`config.mk`:
```
export PLATFORM = sky130hd
export DESIGN_NAME = fpc_top
export DESIGN_NICKNAME = d
export VERILOG_FILES = /design/src/hdl/fpc_pkg.sv /design/src/hdl/fpc_cyc_if.sv /design/src/hdl/fpc_top.sv /design/src/hdl/fpc_bus_cycle.sv
export VERILOG_INCLUDE_DIRS = /design/src /design/src/hdl
export SDC_FILE = /design/constraint.sdc
export NUM_CORES = 1
export LEC_CHECK = 0
export BUFFER_PORTS_ARGS = -buffer_cell sky130_fd_sc_hd__buf_4
export CAP_MARGIN = 10
export CORE_AREA = 2 2 133 135
export DETAILED_ROUTE_END_ITERATION = 7
export DIE_AREA = 0 0 135 137
export GPL_TIMING_DRIVEN = 0
export PLACE_DENSITY = 0.74
export SKIP_CTS_REPAIR_TIMING = 1
export SLEW_MARGIN = 20
export SYNTH_ARGS = -nofsm -noshare
export SYNTH_HDL_FRONTEND = slang
export SYNTH_SLANG_ARGS = --single-unit
export TNS_END_PERCENT = 100
```
`constraint.sdc`:
```
create_clock -name i_clk -period 3.38 [get_ports i_clk]
set_input_delay 0 -clock i_clk [delete_from_list [all_inputs] [get_ports i_clk]]
set_output_delay 0 -clock i_clk [all_outputs]
set_load 0.02 [all_outputs]
```
`src/hdl/fpc_defines.svh`:
```
// Constants for the flash program and erase command controller.
`ifndef FPC_DEFINES_SVH
`define FPC_DEFINES_SVH
// Register byte offsets on the APB side.
`define FPC_REG_CMD 8'h00
`define FPC_REG_ADDR 8'h04
`define FPC_REG_WDATA 8'h08
`define FPC_REG_CFG 8'h0c
`define FPC_REG_STATUS 8'h10
`define FPC_REG_RDATA 8'h14
// Operation codes written to the command register.
`define FPC_OP_READ 4'h0
`define FPC_OP_PROGRAM 4'h1
`define FPC_OP_SEC_ENTER 4'h2
`define FPC_OP_SEC_EXIT 4'h3
`define FPC_OP_BYP_ENTER 4'h4
`define FPC_OP_BYP_RESET 4'h5
`define FPC_OP_CHIP_ERASE 4'h6
`define FPC_OP_SECT_ERASE 4'h7
`define FPC_OP_RESET 4'h8
`define FPC_OP_SUSPEND 4'h9
`define FPC_OP_HW_RESET 4'ha
// Flash command codes and unlock addresses, word mode then byte mode.
`define FPC_CODE_UNLOCK1 8'haa
`define FPC_CODE_UNLOCK2 8'h55
`define FPC_CODE_PROGRAM 8'ha0
`define FPC_CODE_SEC_ENTER 8'h88
`define FPC_CODE_SEC_EXIT 8'h90
`define FPC_CODE_EXIT2 8'h00
`define FPC_CODE_BYPASS 8'h20
`define FPC_CODE_ERASE_SETUP 8'h80
`define FPC_CODE_CHIP 8'h10
`define FPC_CODE_SECTOR 8'h30
`define FPC_CODE_RESET 8'hf0
`define FPC_CODE_SUSPEND 8'hb0
`define FPC_ADDR_U1_WORD 23'h000555
`define FPC_ADDR_U2_WORD 23'h0002aa
`define FPC_ADDR_U1_BYTE 23'h000aaa
`define FPC_ADDR_U2_BYTE 23'h000555
// Sequence step kinds: address source in bits 9:8.
`define FPC_K_U1 2'h0
`define FPC_K_U2 2'h1
`define FPC_K_USR 2'h2
`define FPC_K_DATA 2'h3
// Status bit positions.
`define FPC_ST_BUSY 0
`define FPC_ST_REFUSED 1
`define FPC_ST_VERR 2
`define FPC_ST_SECURE 3
`define FPC_ST_BYPASS 4
`define FPC_ST_WINDOW 5
`define FPC_ST_READY 6
`define FPC_ST_ACC 7
// Timing at 125 MHz: the window in microseconds, the other delays in clock cycles.
`define FPC_CLK_MHZ 125
`define FPC_WINDOW_US 80
`define FPC_SETUP_CYC 4'h1
`define FPC_WE_CYC 4'h5
`define FPC_HOLD_CYC 4'h2
`define FPC_RD_CYC 4'hc
`define FPC_SETTLE_CYC 8'h20
`define FPC_HWRST_CYC 8'h40
`endif

```
`src/hdl/fpc_pkg.sv`:
```
// Types shared by the flash command controller modules.
package fpc_pkg;
   typedef logic [3:0] fpc_op_t;
   typedef logic [22:0] fpc_addr_t;
   typedef logic [15:0] fpc_data_t;
endpackage

```
`src/hdl/fpc_cyc_if.sv`:
```
// Request and answer of one flash bus cycle between sequencer and pin engine.
`timescale 1ns/1ps
`default_nettype none
interface fpc_cyc_if;
   import fpc_pkg::*;
   logic req;
   logic is_read;
   fpc_addr_t addr;
   fpc_data_t wdata;
   logic done;
   fpc_data_t rdata;
   modport seq (output req, output is_read, output addr, output wdata, input done, input rdata);
   modport eng (input req, input is_read, input addr, input wdata, output done, output rdata);
endinterface
`default_nettype wire

```
`src/hdl/fpc_top.sv`:
```
// Flash command sequencer with an APB register port, driving a parallel flash.
//
// Added by the designer: register access over APB and the register addresses.
`timescale 1ns/1ps
`default_nettype none
`include "fpc_defines.svh"
module fpc_top
   import fpc_pkg::*;
#(
   parameter int unsigned WINDOW_CYC = `FPC_WINDOW_US * `FPC_CLK_MHZ
)
(
   input wire logic i_clk,
   input wire logic i_reset_n,
   input wire logic i_psel,
   input wire logic i_penable,
   input wire logic i_pwrite,
   input wire logic [7:0] i_paddr,
   input wire logic [31:0] i_pwdata,
   output logic [31:0] o_prdata,
   output logic o_pready,
   output logic o_pslverr,
   output logic [22:0] o_flash_addr,
   output logic [15:0] o_flash_dq,
   output logic o_flash_dq_oe_n,
   input wire logic [15:0] i_flash_dq,
   output logic o_flash_ce_n,
   output logic o_flash_we_n,
   output logic o_flash_oe_n,
   output logic o_flash_reset_n,
   output logic o_flash_byte_n,
   output logic o_protect_accelerate_pin,
   input wire logic i_ready_busy_output
);
   typedef enum logic [2:0] {S_IDLE, S_ISSUE, S_WAITC, S_SETTLE, S_BUSY, S_VERIFY, S_VWAIT, S_HWRST} fpc_st_t;

   fpc_cyc_if cyc();

   fpc_st_t state, next_state;
   fpc_op_t op, next_op;
   fpc_addr_t addr, next_addr;
   fpc_data_t wdata, next_wdata, rdata, next_rdata;
   logic [2:0] idx, next_idx, last, next_last;
   logic [7:0] cnt, next_cnt;
   logic [13:0] win, next_win;
   logic byte_mode, next_byte_mode, acc_req, next_acc_req;
   logic secure, next_secure, bypass, next_bypass, sect_act, next_sect_act;
   logic refused, next_refused, verr, next_verr, req, next_req, rd, next_rd;
   logic wr, wr_cmd, win_open, acc_on, byp_eff, rdy, ok;
   logic [9:0] step;
   logic [7:0] st_word;

   // Step table: {address kind, command byte} of cycle i of each full sequence.
   function automatic logic [9:0] seq_step(input fpc_op_t o, input logic [2:0] i);
      logic [7:0] c;
      c = `FPC_CODE_RESET;
      case (o)
         `FPC_OP_PROGRAM: c = `FPC_CODE_PROGRAM;
         `FPC_OP_SEC_ENTER: c = `FPC_CODE_SEC_ENTER;
         `FPC_OP_SEC_EXIT: c = `FPC_CODE_SEC_EXIT;
         `FPC_OP_BYP_ENTER: c = `FPC_CODE_BYPASS;
         `FPC_OP_CHIP_ERASE, `FPC_OP_SECT_ERASE: c = `FPC_CODE_ERASE_SETUP;
         default: c = `FPC_CODE_RESET;
      endcase
      case (i)
         3'h0, 3'h3: seq_step = {`FPC_K_U1, `FPC_CODE_UNLOCK1};
         3'h1, 3'h4: seq_step = {`FPC_K_U2, `FPC_CODE_UNLOCK2};
         3'h2: seq_step = {`FPC_K_U1, c};
         default: seq_step = {`FPC_K_USR, (o == `FPC_OP_CHIP_ERASE) ? `FPC_CODE_CHIP : `FPC_CODE_SECTOR};
      endcase
      // Program's fourth cycle and the exit's fourth cycle differ from the erase tail.
      if (i == 3'h3 && o == `FPC_OP_PROGRAM)
         seq_step = {`FPC_K_DATA, 8'h00};
      if (i == 3'h3 && o == `FPC_OP_SEC_EXIT)
         seq_step = {`FPC_K_USR, `FPC_CODE_EXIT2};
   endfunction

   fpc_bus_cycle u_eng (
      .i_clk(i_clk),
      .i_reset_n(i_reset_n),
      .cyc(cyc.eng),
      .o_flash_addr(o_flash_addr),
      .o_flash_dq(o_flash_dq),
      .o_flash_dq_oe_n(o_flash_dq_oe_n),
      .i_flash_dq(i_flash_dq),
      .o_flash_ce_n(o_flash_ce_n),
      .o_flash_we_n(o_flash_we_n),
      .o_flash_oe_n(o_flash_oe_n)
   );

   // Mode summary and the admission check for a new command.
   always_comb
   begin
      rdy = i_ready_busy_output;
      win_open = (win != 14'h0000);
      acc_on = acc_req && !secure;
      byp_eff = bypass || acc_on;
      wr = i_psel && i_penable && i_pwrite;
      wr_cmd = wr && (i_paddr == `FPC_REG_CMD);
      case (i_pwdata[3:0])
         `FPC_OP_READ: ok = 1'b1;
         `FPC_OP_PROGRAM: ok = rdy && !win_open;
         `FPC_OP_SEC_ENTER: ok = rdy && !win_open && !byp_eff;
         `FPC_OP_SEC_EXIT: ok = rdy && secure && !byp_eff;
         `FPC_OP_BYP_ENTER: ok = rdy && !win_open && !secure && !bypass;
         `FPC_OP_BYP_RESET: ok = rdy && bypass && !acc_on;
         `FPC_OP_CHIP_ERASE: ok = rdy && !win_open && !byp_eff;
         `FPC_OP_SECT_ERASE: ok = win_open || (rdy && !byp_eff);
         `FPC_OP_RESET: ok = rdy && !win_open && !byp_eff;
         `FPC_OP_SUSPEND: ok = sect_act;
         `FPC_OP_HW_RESET: ok = 1'b1;
         default: ok = 1'b0;
      endcase
      step = seq_step(op, idx);
   end

   // Sequencer, mode flags, window timer and software-visible registers.
   always_comb
   begin
      next_state = state;
      next_op = op;
      next_addr = addr;
      next_wdata = wdata;
      next_rdata = rdata;
      next_idx = idx;
      next_last = last;
      next_cnt = cnt;
      next_win = win_open ? win - 14'h0001 : win;
      next_byte_mode = byte_mode;
      next_acc_req = acc_req;
      next_secure = secure;
      next_bypass = bypass;
      next_sect_act = (sect_act && !(rdy && !win_open && state == S_IDLE));
      next_refused = refused;
      next_verr = verr;
      next_req = 1'b0;
      next_rd = rd;
      // Sticky flags clear on a written one; a same-cycle set below still wins.
      if (wr && i_paddr == `FPC_REG_STATUS)
      begin
         next_refused = refused && !i_pwdata[`FPC_ST_REFUSED];
         next_verr = verr && !i_pwdata[`FPC_ST_VERR];
      end
      if (wr && i_paddr == `FPC_REG_ADDR)
         next_addr = i_pwdata[22:0];
      if (wr && i_paddr == `FPC_REG_WDATA)
         next_wdata = i_pwdata[15:0];
      if (wr && i_paddr == `FPC_REG_CFG)
      begin
         next_byte_mode = i_pwdata[0];
         next_acc_req = i_pwdata[1];
      end
      // A command written mid-sequence is dropped and flagged, never queued behind the running one.
      if (wr_cmd && state != S_IDLE)
         next_refused = 1'b1;
      case (state)
         S_IDLE:
            if (wr_cmd)
            begin
               if (!ok)
                  next_refused = 1'b1;
               else
               begin
                  next_op = i_pwdata[3:0];
                  next_rd = (i_pwdata[3:0] == `FPC_OP_READ);
                  next_state = S_ISSUE;
                  case (i_pwdata[3:0])
                     `FPC_OP_PROGRAM: next_idx = byp_eff ? 3'h2 : 3'h0;
                     `FPC_OP_SEC_EXIT: next_idx = 3'h0;
                     `FPC_OP_SECT_ERASE: next_idx = win_open ? 3'h5 : 3'h0;
                     `FPC_OP_CHIP_ERASE: next_idx = 3'h0;
                     `FPC_OP_BYP_RESET: next_idx = 3'h6;
                     `FPC_OP_HW_RESET: next_idx = 3'h0;
                     `FPC_OP_SEC_ENTER, `FPC_OP_BYP_ENTER: next_idx = 3'h0;
                     default: next_idx = 3'h7;
                  endcase
                  case (i_pwdata[3:0])
                     `FPC_OP_PROGRAM, `FPC_OP_SEC_EXIT: next_last = 3'h3;
                     `FPC_OP_SEC_ENTER, `FPC_OP_BYP_ENTER: next_last = 3'h2;
                     `FPC_OP_CHIP_ERASE, `FPC_OP_SECT_ERASE: next_last = 3'h5;
                     default: next_last = 3'h7;
                  endcase
                  if (i_pwdata[3:0] == `FPC_OP_HW_RESET)
                  begin
                     next_cnt = `FPC_HWRST_CYC;
                     next_state = S_HWRST;
                  end
               end
            end
         S_ISSUE:
         begin
            next_req = 1'b1;
            next_state = S_WAITC;
         end
         S_WAITC:
            if (cyc.done)
            begin
               if (rd)
                  next_rdata = cyc.rdata;
               if (idx != last)
               begin
                  next_idx = idx + 3'h1;
                  next_state = S_ISSUE;
               end
               else
               begin
                  next_state = S_IDLE;
                  case (op)
                     `FPC_OP_PROGRAM, `FPC_OP_CHIP_ERASE:
                     begin
                        next_cnt = `FPC_SETTLE_CYC;
                        next_state = S_SETTLE;
                     end
                     `FPC_OP_SEC_ENTER: next_secure = 1'b1;
                     `FPC_OP_SEC_EXIT: next_secure = 1'b0;
                     `FPC_OP_BYP_ENTER: next_bypass = 1'b1;
                     `FPC_OP_SECT_ERASE:
                     begin
                        next_win = WINDOW_CYC[13:0];
                        next_sect_act = 1'b1;
                     end
                     `FPC_OP_SUSPEND, `FPC_OP_RESET: next_win = 14'h0000;
                     default: next_state = S_IDLE;
                  endcase
                  if (op == `FPC_OP_BYP_RESET && idx == 3'h7)
                     next_bypass = 1'b0;
               end
            end
         S_SETTLE:
            if (cnt == 8'h01)
               next_state = S_BUSY;
            else
               next_cnt = cnt - 8'h01;
         S_BUSY:
            if (rdy)
               next_state = (op == `FPC_OP_PROGRAM) ? S_VERIFY : S_IDLE;
         S_VERIFY:
         begin
            next_req = 1'b1;
            next_rd = 1'b1;
            next_state = S_VWAIT;
         end
         S_VWAIT:
            if (cyc.done)
            begin
               next_rdata = cyc.rdata;
               // A bit left at 0 where 1 was asked cannot be repaired without an erase.
               if (byte_mode ? (cyc.rdata[7:0] != wdata[7:0]) : (cyc.rdata != wdata))
                  next_verr = 1'b1;
               next_state = S_IDLE;
            end
         S_HWRST:
         begin
            next_secure = 1'b0;
            next_bypass = 1'b0;
            next_sect_act = 1'b0;
            next_win = 14'h0000;
            if (cnt == 8'h01)
               next_state = S_IDLE;
            else
               next_cnt = cnt - 8'h01;
         end
         default: next_state = S_IDLE;
      endcase
   end

   // Request fields for the pin engine follow the step table.
   always_comb
   begin
      cyc.req = req;
      cyc.is_read = rd;
      cyc.wdata = {8'h00, step[7:0]};
      case (step[9:8])
         `FPC_K_U1: cyc.addr = byte_mode ? `FPC_ADDR_U1_BYTE : `FPC_ADDR_U1_WORD;
         `FPC_K_U2: cyc.addr = byte_mode ? `FPC_ADDR_U2_BYTE : `FPC_ADDR_U2_WORD;
         default: cyc.addr = addr;
      endcase
      if (step[9:8] == `FPC_K_DATA || rd)
         cyc.wdata = wdata;
      if (idx == 3'h7)
         case (op)
            `FPC_OP_SUSPEND: cyc.wdata = {8'h00, `FPC_CODE_SUSPEND};
            `FPC_OP_RESET: cyc.wdata = {8'h00, `FPC_CODE_RESET};
            default: cyc.wdata = {8'h00, `FPC_CODE_EXIT2};
         endcase
      if (op == `FPC_OP_BYP_RESET && idx == 3'h6)
         cyc.wdata = {8'h00, `FPC_CODE_SEC_EXIT};
      st_word = {acc_on, rdy, win_open, byp_eff, secure, verr, refused, state != S_IDLE};
      case (i_paddr)
         `FPC_REG_CMD: o_prdata = {28'h0000000, op};
         `FPC_REG_ADDR: o_prdata = {9'h000, addr};
         `FPC_REG_WDATA: o_prdata = {16'h0000, wdata};
         `FPC_REG_CFG: o_prdata = {30'h00000000, acc_req, byte_mode};
         `FPC_REG_STATUS: o_prdata = {24'h000000, st_word};
         `FPC_REG_RDATA: o_prdata = {16'h0000, rdata};
         default: o_prdata = 32'h00000000;
      endcase
      o_pready = 1'b1;
      o_pslverr = i_psel && i_penable && (i_paddr > `FPC_REG_RDATA || i_paddr[1:0] != 2'h0);
   end

   // Idle bypass reset runs its two cycles from idx 6 to 7.
   always_ff @(posedge i_clk or negedge i_reset_n)
   begin
      if (!i_reset_n)
      begin
         state <= S_IDLE;
         op <= `FPC_OP_READ;
         addr <= 23'h000000;
         wdata <= 16'h0000;
         rdata <= 16'h0000;
         idx <= 3'h0;
         last <= 3'h0;
         cnt <= 8'h00;
         win <= 14'h0000;
         byte_mode <= 1'b0;
         acc_req <= 1'b0;
         secure <= 1'b0;
         bypass <= 1'b0;
         sect_act <= 1'b0;
         refused <= 1'b0;
         verr <= 1'b0;
         req <= 1'b0;
         rd <= 1'b0;
         o_flash_reset_n <= 1'b0;
         o_flash_byte_n <= 1'b1;
         o_protect_accelerate_pin <= 1'b0;
      end
      else
      begin
         state <= next_state;
         op <= next_op;
         addr <= next_addr;
         wdata <= next_wdata;
         rdata <= next_rdata;
         idx <= next_idx;
         last <= (next_op == `FPC_OP_BYP_RESET || next_idx == 3'h7) ? 3'h7 : next_last;
         cnt <= next_cnt;
         win <= next_win;
         byte_mode <= next_byte_mode;
         acc_req <= next_acc_req;
         secure <= next_secure;
         bypass <= next_bypass;
         sect_act <= next_sect_act;
         refused <= next_refused;
         verr <= next_verr;
         req <= next_req;
         rd <= next_rd;
         o_flash_reset_n <= (next_state != S_HWRST);
         o_flash_byte_n <= !next_byte_mode;
         o_protect_accelerate_pin <= next_acc_req && !next_secure;
      end
   end
endmodule
`default_nettype wire

```
`src/hdl/fpc_bus_cycle.sv`:
```
// Pin engine: runs one asynchronous write or read cycle on the flash pins.
`timescale 1ns/1ps
`default_nettype none
module fpc_bus_cycle
   import fpc_pkg::*;
(
   input wire logic i_clk,
   input wire logic i_reset_n,
   fpc_cyc_if.eng cyc,
   output logic [22:0] o_flash_addr,
   output logic [15:0] o_flash_dq,
   output logic o_flash_dq_oe_n,
   input wire logic [15:0] i_flash_dq,
   output logic o_flash_ce_n,
   output logic o_flash_we_n,
   output logic o_flash_oe_n
);
   typedef enum logic [2:0] {E_IDLE, E_SETUP, E_STROBE, E_HOLD, E_READ} fpc_eng_t;
   fpc_eng_t state, next_state;
   logic [3:0] cnt, next_cnt;
   logic rd, next_rd, next_done;
   fpc_addr_t next_addr;
   fpc_data_t next_dq, next_rdata;
   logic next_ce_n, next_we_n, next_oe_n, next_dq_oe_n;

   // Chip enable falls first, write strobe later, so the address is taken on the later fall and
   // data on the write strobe rise while chip enable is still low.
   always_comb
   begin
      next_state = state;
      next_cnt = cnt;
      next_rd = rd;
      next_done = 1'b0;
      next_addr = o_flash_addr;
      next_dq = o_flash_dq;
      next_rdata = cyc.rdata;
      case (state)
         E_IDLE:
            if (cyc.req)
            begin
               next_addr = cyc.addr;
               next_dq = cyc.wdata;
               next_rd = cyc.is_read;
               next_cnt = `FPC_SETUP_CYC;
               next_state = E_SETUP;
            end
         E_SETUP:
            if (cnt == 4'h1)
            begin
               next_cnt = rd ? `FPC_RD_CYC : `FPC_WE_CYC;
               next_state = rd ? E_READ : E_STROBE;
            end
            else
               next_cnt = cnt - 4'h1;
         E_STROBE:
            if (cnt == 4'h1)
            begin
               next_cnt = `FPC_HOLD_CYC;
               next_state = E_HOLD;
            end
            else
               next_cnt = cnt - 4'h1;
         E_HOLD:
            if (cnt == 4'h1)
            begin
               next_done = 1'b1;
               next_state = E_IDLE;
            end
            else
               next_cnt = cnt - 4'h1;
         E_READ:
            if (cnt == 4'h1)
            begin
               next_rdata = i_flash_dq;
               next_done = 1'b1;
               next_state = E_IDLE;
            end
            else
               next_cnt = cnt - 4'h1;
         default:
            next_state = E_IDLE;
      endcase
      // Chip enable stays low through the hold, so the write strobe rise is always the earlier one.
      next_ce_n = !(next_state == E_SETUP || next_state == E_STROBE || next_state == E_HOLD ||
         next_state == E_READ);
      next_we_n = (next_state != E_STROBE);
      next_oe_n = (next_state != E_READ);
      // Data stays driven through the hold so it never changes before the strobe rises.
      next_dq_oe_n = !(!next_rd && next_state != E_IDLE && next_state != E_READ);
   end

   // Pins are registered so the strobes never glitch.
   always_ff @(posedge i_clk or negedge i_reset_n)
   begin
      if (!i_reset_n)
      begin
         state <= E_IDLE;
         cnt <= 4'h0;
         rd <= 1'b0;
         cyc.done <= 1'b0;
         cyc.rdata <= 16'h0000;
         o_flash_addr <= 23'h000000;
         o_flash_dq <= 16'h0000;
         o_flash_dq_oe_n <= 1'b1;
         o_flash_ce_n <= 1'b1;
         o_flash_we_n <= 1'b1;
         o_flash_oe_n <= 1'b1;
      end
      else
      begin
         state <= next_state;
         cnt <= next_cnt;
         rd <= next_rd;
         cyc.done <= next_done;
         cyc.rdata <= next_rdata;
         o_flash_addr <= next_addr;
         o_flash_dq <= next_dq;
         o_flash_dq_oe_n <= next_dq_oe_n;
         o_flash_ce_n <= next_ce_n;
         o_flash_we_n <= next_we_n;
         o_flash_oe_n <= next_oe_n;
      end
   end
endmodule
`default_nettype wire

```
Yosys cells after proc, flatten, opt, wreduce, memory -nomap -nowiden
Index checks and enable logic that the tools add are counted.
{"block": "totals", "wordCells": 301, "input_bits": 62, "regBits": 170}
{"block": "op_classes", "mux": 104, "reduce_logical": 91, "n_lt_le_gt_ge": 1, "n_eq_ne": 69, "n_addsub": 4}
{"operator": "23-bit case mux with 6 select lines", "n": 1}
{"operator": "16-bit 2-to-1 mux", "n": 6}
{"operator": "3-bit 2-to-1 mux", "n": 23}
{"operator": "8-bit 2-to-1 mux", "n": 7}
{"operator": "14-bit case mux with 2 select lines", "n": 2}
{"operator": "23-bit case mux with 2 select lines", "n": 1}
{"operator": "14-bit 2-to-1 mux", "n": 3}
{"operator": "8-bit case mux with 5 select lines", "n": 1}
{"operator": "4-bit by 3-bit == test with 1-bit output (second input constant)", "n": 9}
{"operator": "4-bit 2-to-1 mux", "n": 8}
{"operator": "16-bit case mux with 2 select lines", "n": 1}
{"operator": "3-bit == test (second input constant)", "n": 10}
{"operator": "1-bit logical AND", "n": 30}
{"operator": "10-bit case mux with 3 select lines", "n": 1}
{"operator": "1-bit 2-to-1 mux", "n": 28}
{"operator": "3-bit by 2-bit == test with 1-bit output (second input constant)", "n": 8}
{"operator": "3-bit case mux with 4 select lines", "n": 2}
{"operator": "3-bit case mux with 8 select lines", "n": 1}
{"operator": "8-bit case mux with 3 select lines", "n": 1}
{"operator": "2-bit OR reduction", "n": 12}
{"operator": "4-bit == test (second input constant)", "n": 5}
{"operator": "10-bit 2-to-1 mux", "n": 2}
{"operator": "4-bit by 2-bit == test with 1-bit output (second input constant)", "n": 4}
{"operator": "8-bit by 4-bit == test with 1-bit output (second input constant)", "n": 2}
{"operator": "other kinds (45)", "n": 101}

Depth between registers and ports, before layout
{"block": "logic_depth", "depth_word": 14, "depth_mapped": 11, "depth_no_buf": 10}

Cells and area by module
Synthesis repeated with hierarchy kept, for this count alone.
{"block": "unflattened", "cells_unflattened": 878, "area_unflattened_um2": 9131.3}
{"module": "fpc_top", "cells_each": 670, "n_inst": 1, "seq_area_each_um2": 2553.7, "area_per_inst_um2": 6292.3}
{"module": "fpc_bus_cycle", "cells_each": 208, "n_inst": 1, "seq_area_each_um2": 1706.6, "area_per_inst_um2": 2839.0}

Least setup slack after synthesis
Ideal clock, no wire load.
{"block": "synth_path", "path_kind": "reg2reg", "from": "register idx[2]", "to": "register u_eng.o_flash_dq[6]", "slack_ns": 0.884, "t_arrival_ns": 2.411, "path_buffers": 2, "stages_incl_launch_ff": 12, "setup_ns": 0.084, "path_cell_list": "dfrtp_1 clkbuf_1 inv_1 ha_1 nand4bb_1 clkbuf_1 nand2_1 a21oi_1 o211ai_1 a21oi_1 a21oi_1 o21ai_0"}
{"block": "synth_between", "elab_chain_len": 10, "elab_cells_between_ends": 20, "classes_between": "eq/ne: 7; mux: 6; reduce/logical: 7"}
{"element": "from (decl)", "line": "fpc_top.sv:43", "source": "logic [2:0] idx, next_idx, last, next_last;"}
{"element": "from (signal assigned)", "line": "fpc_top.sv:336", "source": "idx <= next_idx;"}
{"element": "3-bit by 1-bit == test with 1-bit output (tied with other cells)", "line": "fpc_top.sv:65", "source": "case (i)"}
{"element": "2-bit OR reduction", "line": "fpc_top.sv:65"}
{"element": "10-bit case mux with 3 select lines", "line": "fpc_top.sv:65"}
{"element": "10-bit 2-to-1 mux", "line": "fpc_top.sv:72", "source": "if (i == 3'h3 && o == `FPC_OP_PROGRAM)"}
{"element": "10-bit 2-to-1 mux", "line": "fpc_top.sv:74", "source": "if (i == 3'h3 && o == `FPC_OP_SEC_EXIT)"}
{"element": "2-bit == test (no source line)"}
{"element": "1-bit logical OR", "line": "fpc_top.sv:278", "source": "if (step[9:8] == `FPC_K_DATA || rd)"}
{"element": "16-bit 2-to-1 mux", "line": "fpc_top.sv:278"}
{"element": "16-bit 2-to-1 mux", "line": "fpc_top.sv:280", "source": "if (idx == 3'h7)"}
{"element": "16-bit 2-to-1 mux *", "line": "fpc_top.sv:286", "source": "if (op == `FPC_OP_BYP_RESET && idx == 3'h6)"}
{"element": "to (signal assigned)", "line": "fpc_bus_cycle.sv:117", "source": "o_flash_dq <= next_dq;"}
{"element": "to (decl)", "line": "fpc_bus_cycle.sv:11", "source": "output logic [15:0] o_flash_dq,"}
Every way passes the cells marked *; elsewhere a longest branch is shown, timed or not.
A chain may end at the register's enable or synchronous reset.

Worst setup path in the final report
{"block": "layout_path", "from": "register idx[2]", "to": "register u_eng.o_flash_dq[13]"}
The elaborated chain is that of the path after synthesis.

==> impl_metrics.tcl <==
set metrics [dict create \
    status "completed" \
    firstDrtPassIters 5 \
    crit_fanout 10 \
    max-clock-path-buffers 2 \
    h-tree-depth 4 \
    switchingPower_w 0.00367 \
    rrSetupSlack_ns 0.22 \
    cp_cell_sequence "clkbuf_1, inv_1, ha_1, nand4bb_1, clkbuf_1, mux2i_1, a21oi_1, nor3_2, a22o_1" \
    maxSlewHeadroom 0.424 \
    fin_cells 1312 \
    yosys-top-cells-area "dfrtp_1 (47%), mux2_2 (10%), nand2_1 (4.4%), nor2_1 (3.3%), a21oi_1 (2.7%)" \
    p_clk_frac 0.206 \
    synthCells 891 \
    grt_pass1_vias 6912 \
    whs_path_depth 4 \
    cts_buffers 17 \
    netlist_area_mm2 0.00885 \
    antenna_left 0 \
    fp.dieArea_mm2 0.0185 \
    slowest_delay_ns 0.58 \
    ys_seq_area_frac 0.481 \
    critical-path-top-delay-family "buffers and inverters" \
    layout_common_cells "dfrtp_1 (165), buf_4 (128), nand2_1 (103), nor2_1 (79), mux2_2 (79)" \
    synth_edf_count 0 \
    setup_ws_ns 0.221 \
    seq_power_share 0.332 \
    layout-drive-gt1-share 0.239 \
    ys_ff_latch 170 \
    finish.utilization 0.646 \
    cts_tree "done" \
    synth-main-ff-cell "dfrtp_1" \
    finalClockSkew_ns 0.0188 \
    tightest_slew_ns 0.854 \
    path_common_cell "clkbuf_1" \
    syn2layout_area_growth_pct 24.4 \
    timing.rr.start "idx[2]$_DFF_PN0_" \
    min_period_ns 3.16 \
    io_pins 142 \
    diodes 0 \
    start_util 0.519 \
    grt_overflow_total 0 \
    end_kind "flip-flop" \
    rsz0062_at_grt "true" \
    placed_cells 1244 \
    critPathLaunchType "flip-flop" \
    synth_area_leader_cell "dfrtp_1" \
    synth-async-reset-ratio 1.00 \
    gp_congestion 0.883 \
    mostFrequentLayoutCell "dfrtp_1" \
    fin_nets 1147 \
    ir_drop_mv 0.865 \
    critPathArrivalTime_ns 3.53 \
    startpoint "idx[2]$_DFF_PN0_" \
    slowest_stage "nor3_2" \
    drv_slew 0 \
    power_density_mw_per_mm2 828 \
    fp.dieW_um 135 \
    drtIter0Drc 595 \
    vias 7461 \
    crit_cells 9 \
    dpl_worst_slack_ns 0.298 \
    power.internal_w 0.00545 \
    clock_sinks 170 \
    fin_crit_sh 0.934 \
    totalWireLength_um 23400 \
    fmax_mhz 317 \
    rows 48 \
    combinationalPowerShare 0.463 \
    hpwl_um 16900 \
    yosysWarnings 0 \
    power.leakage_nw 5.23 \
    maxCapViolations 0 \
    grt_pass1_wl_um 36500 \
    die_y_um 137 \
    synth_cell_types 73 \
    viasPerCell 5.69 \
    worstHoldStart "i_ready_busy_output" \
    cp.buffers_inverters 3 \
    p_sw_frac 0.402 \
    syn_area_per_cell_um2 9.94 \
    clk_latency_ns 0.44 \
    critPathRequiredTime_ns 3.75 \
    setup_violations 0 \
    grt_max_degree 100 \
    core-area_mm2 0.0171 \
    timing_worst_setup_path_type "reg -> reg" \
    port_buffers 119 \
    reg2reg_depth 9 \
    synth_top_area_share 0.466 \
    grt.total_usage 0.253 \
    hold_viol_final 0 \
    cts_root_buffer "clkbuf_16" \
    antenna_found_initial 0 \
    post_drt_wl_per_cell_um 17.8 \
    hp-class "in -> reg" \
    drcViolationCount 0 \
    clk_pin_slew_ns 0.07 \
]
==> synthesized netlist by cell type, drive strengths merged, types with 12 or more instances <==
cell,instances
a21oi,48
and2,13
buf,18
clkbuf,45
dfrtp,165
inv,24
mux2,79
mux2i,12
nand2,103
nand2b,12
nand3,28
nor2,79
nor2b,12
nor3,18
o21ai,46
xnor2,17
xor2,15
==> power groups by stage <==
stage / Sequential (W) / Clock (W) / Combinational (W)
final: 0.00303 / 0.00188 / 0.00422
after global routing: 0.00309 / 0.00199 / 0.00473
after CTS: 0.00302 / 0.00190 / 0.00420
after detailed placement: 0.00306 / 0 / 0.00416
after global placement: 0.00303 / 0 / 0.00407
after floorplan: 0.00309 / 0 / 0.00303
==> routing by layer <==
| layer | share of wire | routed length [um] | vias up | global-route usage |
|---|---|---|---|---|
| met4 | 0.019 | 452 | 0 | 0.0764 |
| met1 | 0.45 | 10600 | 3608 | 0.371 |
| met3 | 0.066 | 1540 | 40 | 0.0481 |
| met2 | 0.46 | 10800 | 300 | 0.382 |
| met5 | 0 | 0 | - | 0 |
| li1 | - | - | 3513 | - |
==> sequential cells by signal, summed over array words and instances (netlist names), 4 cells and up <==
register	flops
rdata	16
cnt	8
wdata	16
u_eng.cnt	4
addr	23
u_eng.o_flash_dq	16
win	14
u_eng.cyc.rdata	16
op	4
u_eng.o_flash_addr	23
==> worst register-to-register path, stage by stage (launching register included) <==
cell and delay (ns):
dfrtp_1 0.43, clkbuf_1 0.37, inv_1 0.15, ha_1 0.29, nand4bb_1 0.13, clkbuf_1 0.30, mux2i_1 0.39, a21oi_1 0.23
nor3_2 0.58, a22o_1 0.25
==> cell families (layout without fill, tap and decap cells) <==
group	Yosys count	in the layout	share of synthesized area
flip-flops	170	170	0.481
other	2	10	0.000848
buffers and inverters	87	275	0.0425
AND/OR/NAND/NOR	319	319	0.179
AO/OA/AOI/OAI	178	178	0.134
multiplexers	91	91	0.114
XOR/XNOR	32	32	0.0317
adder cells (fa/ha/maj)	12	12	0.0167
==> cell type report <==
cell class / instances / area (um2)
Fill cell: 1398 / 6040
Sequential cell: 170 / 4260
Multi-Input combinational cell: 642 / 4250
Timing Repair Buffer: 156 / 1290
Clock buffer: 21 / 450
Buffer: 63 / 287
Tap cell: 225 / 282
Clock inverter: 11 / 111
Inverter: 24 / 90.1
==> through the flow <==
stage               area (um2)   TNS, ns  hold WS (ns)  total power, W
floorplan                 8880         0        -0.296         0.00612
global placement         10100         0         0.234         0.00710
detailed placement       10100         0       0.00649         0.00721
CTS                      10700         0        -0.454         0.00912
global route             11000  -0.00222        0.0468         0.00981
finish                   11000         0        0.0247         0.00913
==> path summary, 6_finish.rpt <==
| kind | to |
|---|---|
| min in group asynchronous | win[7]$_DFF_PN0_ |
| worst min register to register | u_eng.o_flash_addr[20]$_DFFE_PN0P_ |
| worst min-delay path | sect_act$_DFF_PN0_ |
| worst max register to register | u_eng.o_flash_dq[13]$_DFFE_PN0P_ |
| max in group asynchronous | u_eng.o_flash_dq_oe_n$_DFF_PN1_ |
| worst max-delay path | u_eng.o_flash_dq[13]$_DFFE_PN0P_ |
No activity file was read; power rests on OpenSTA's default activity.
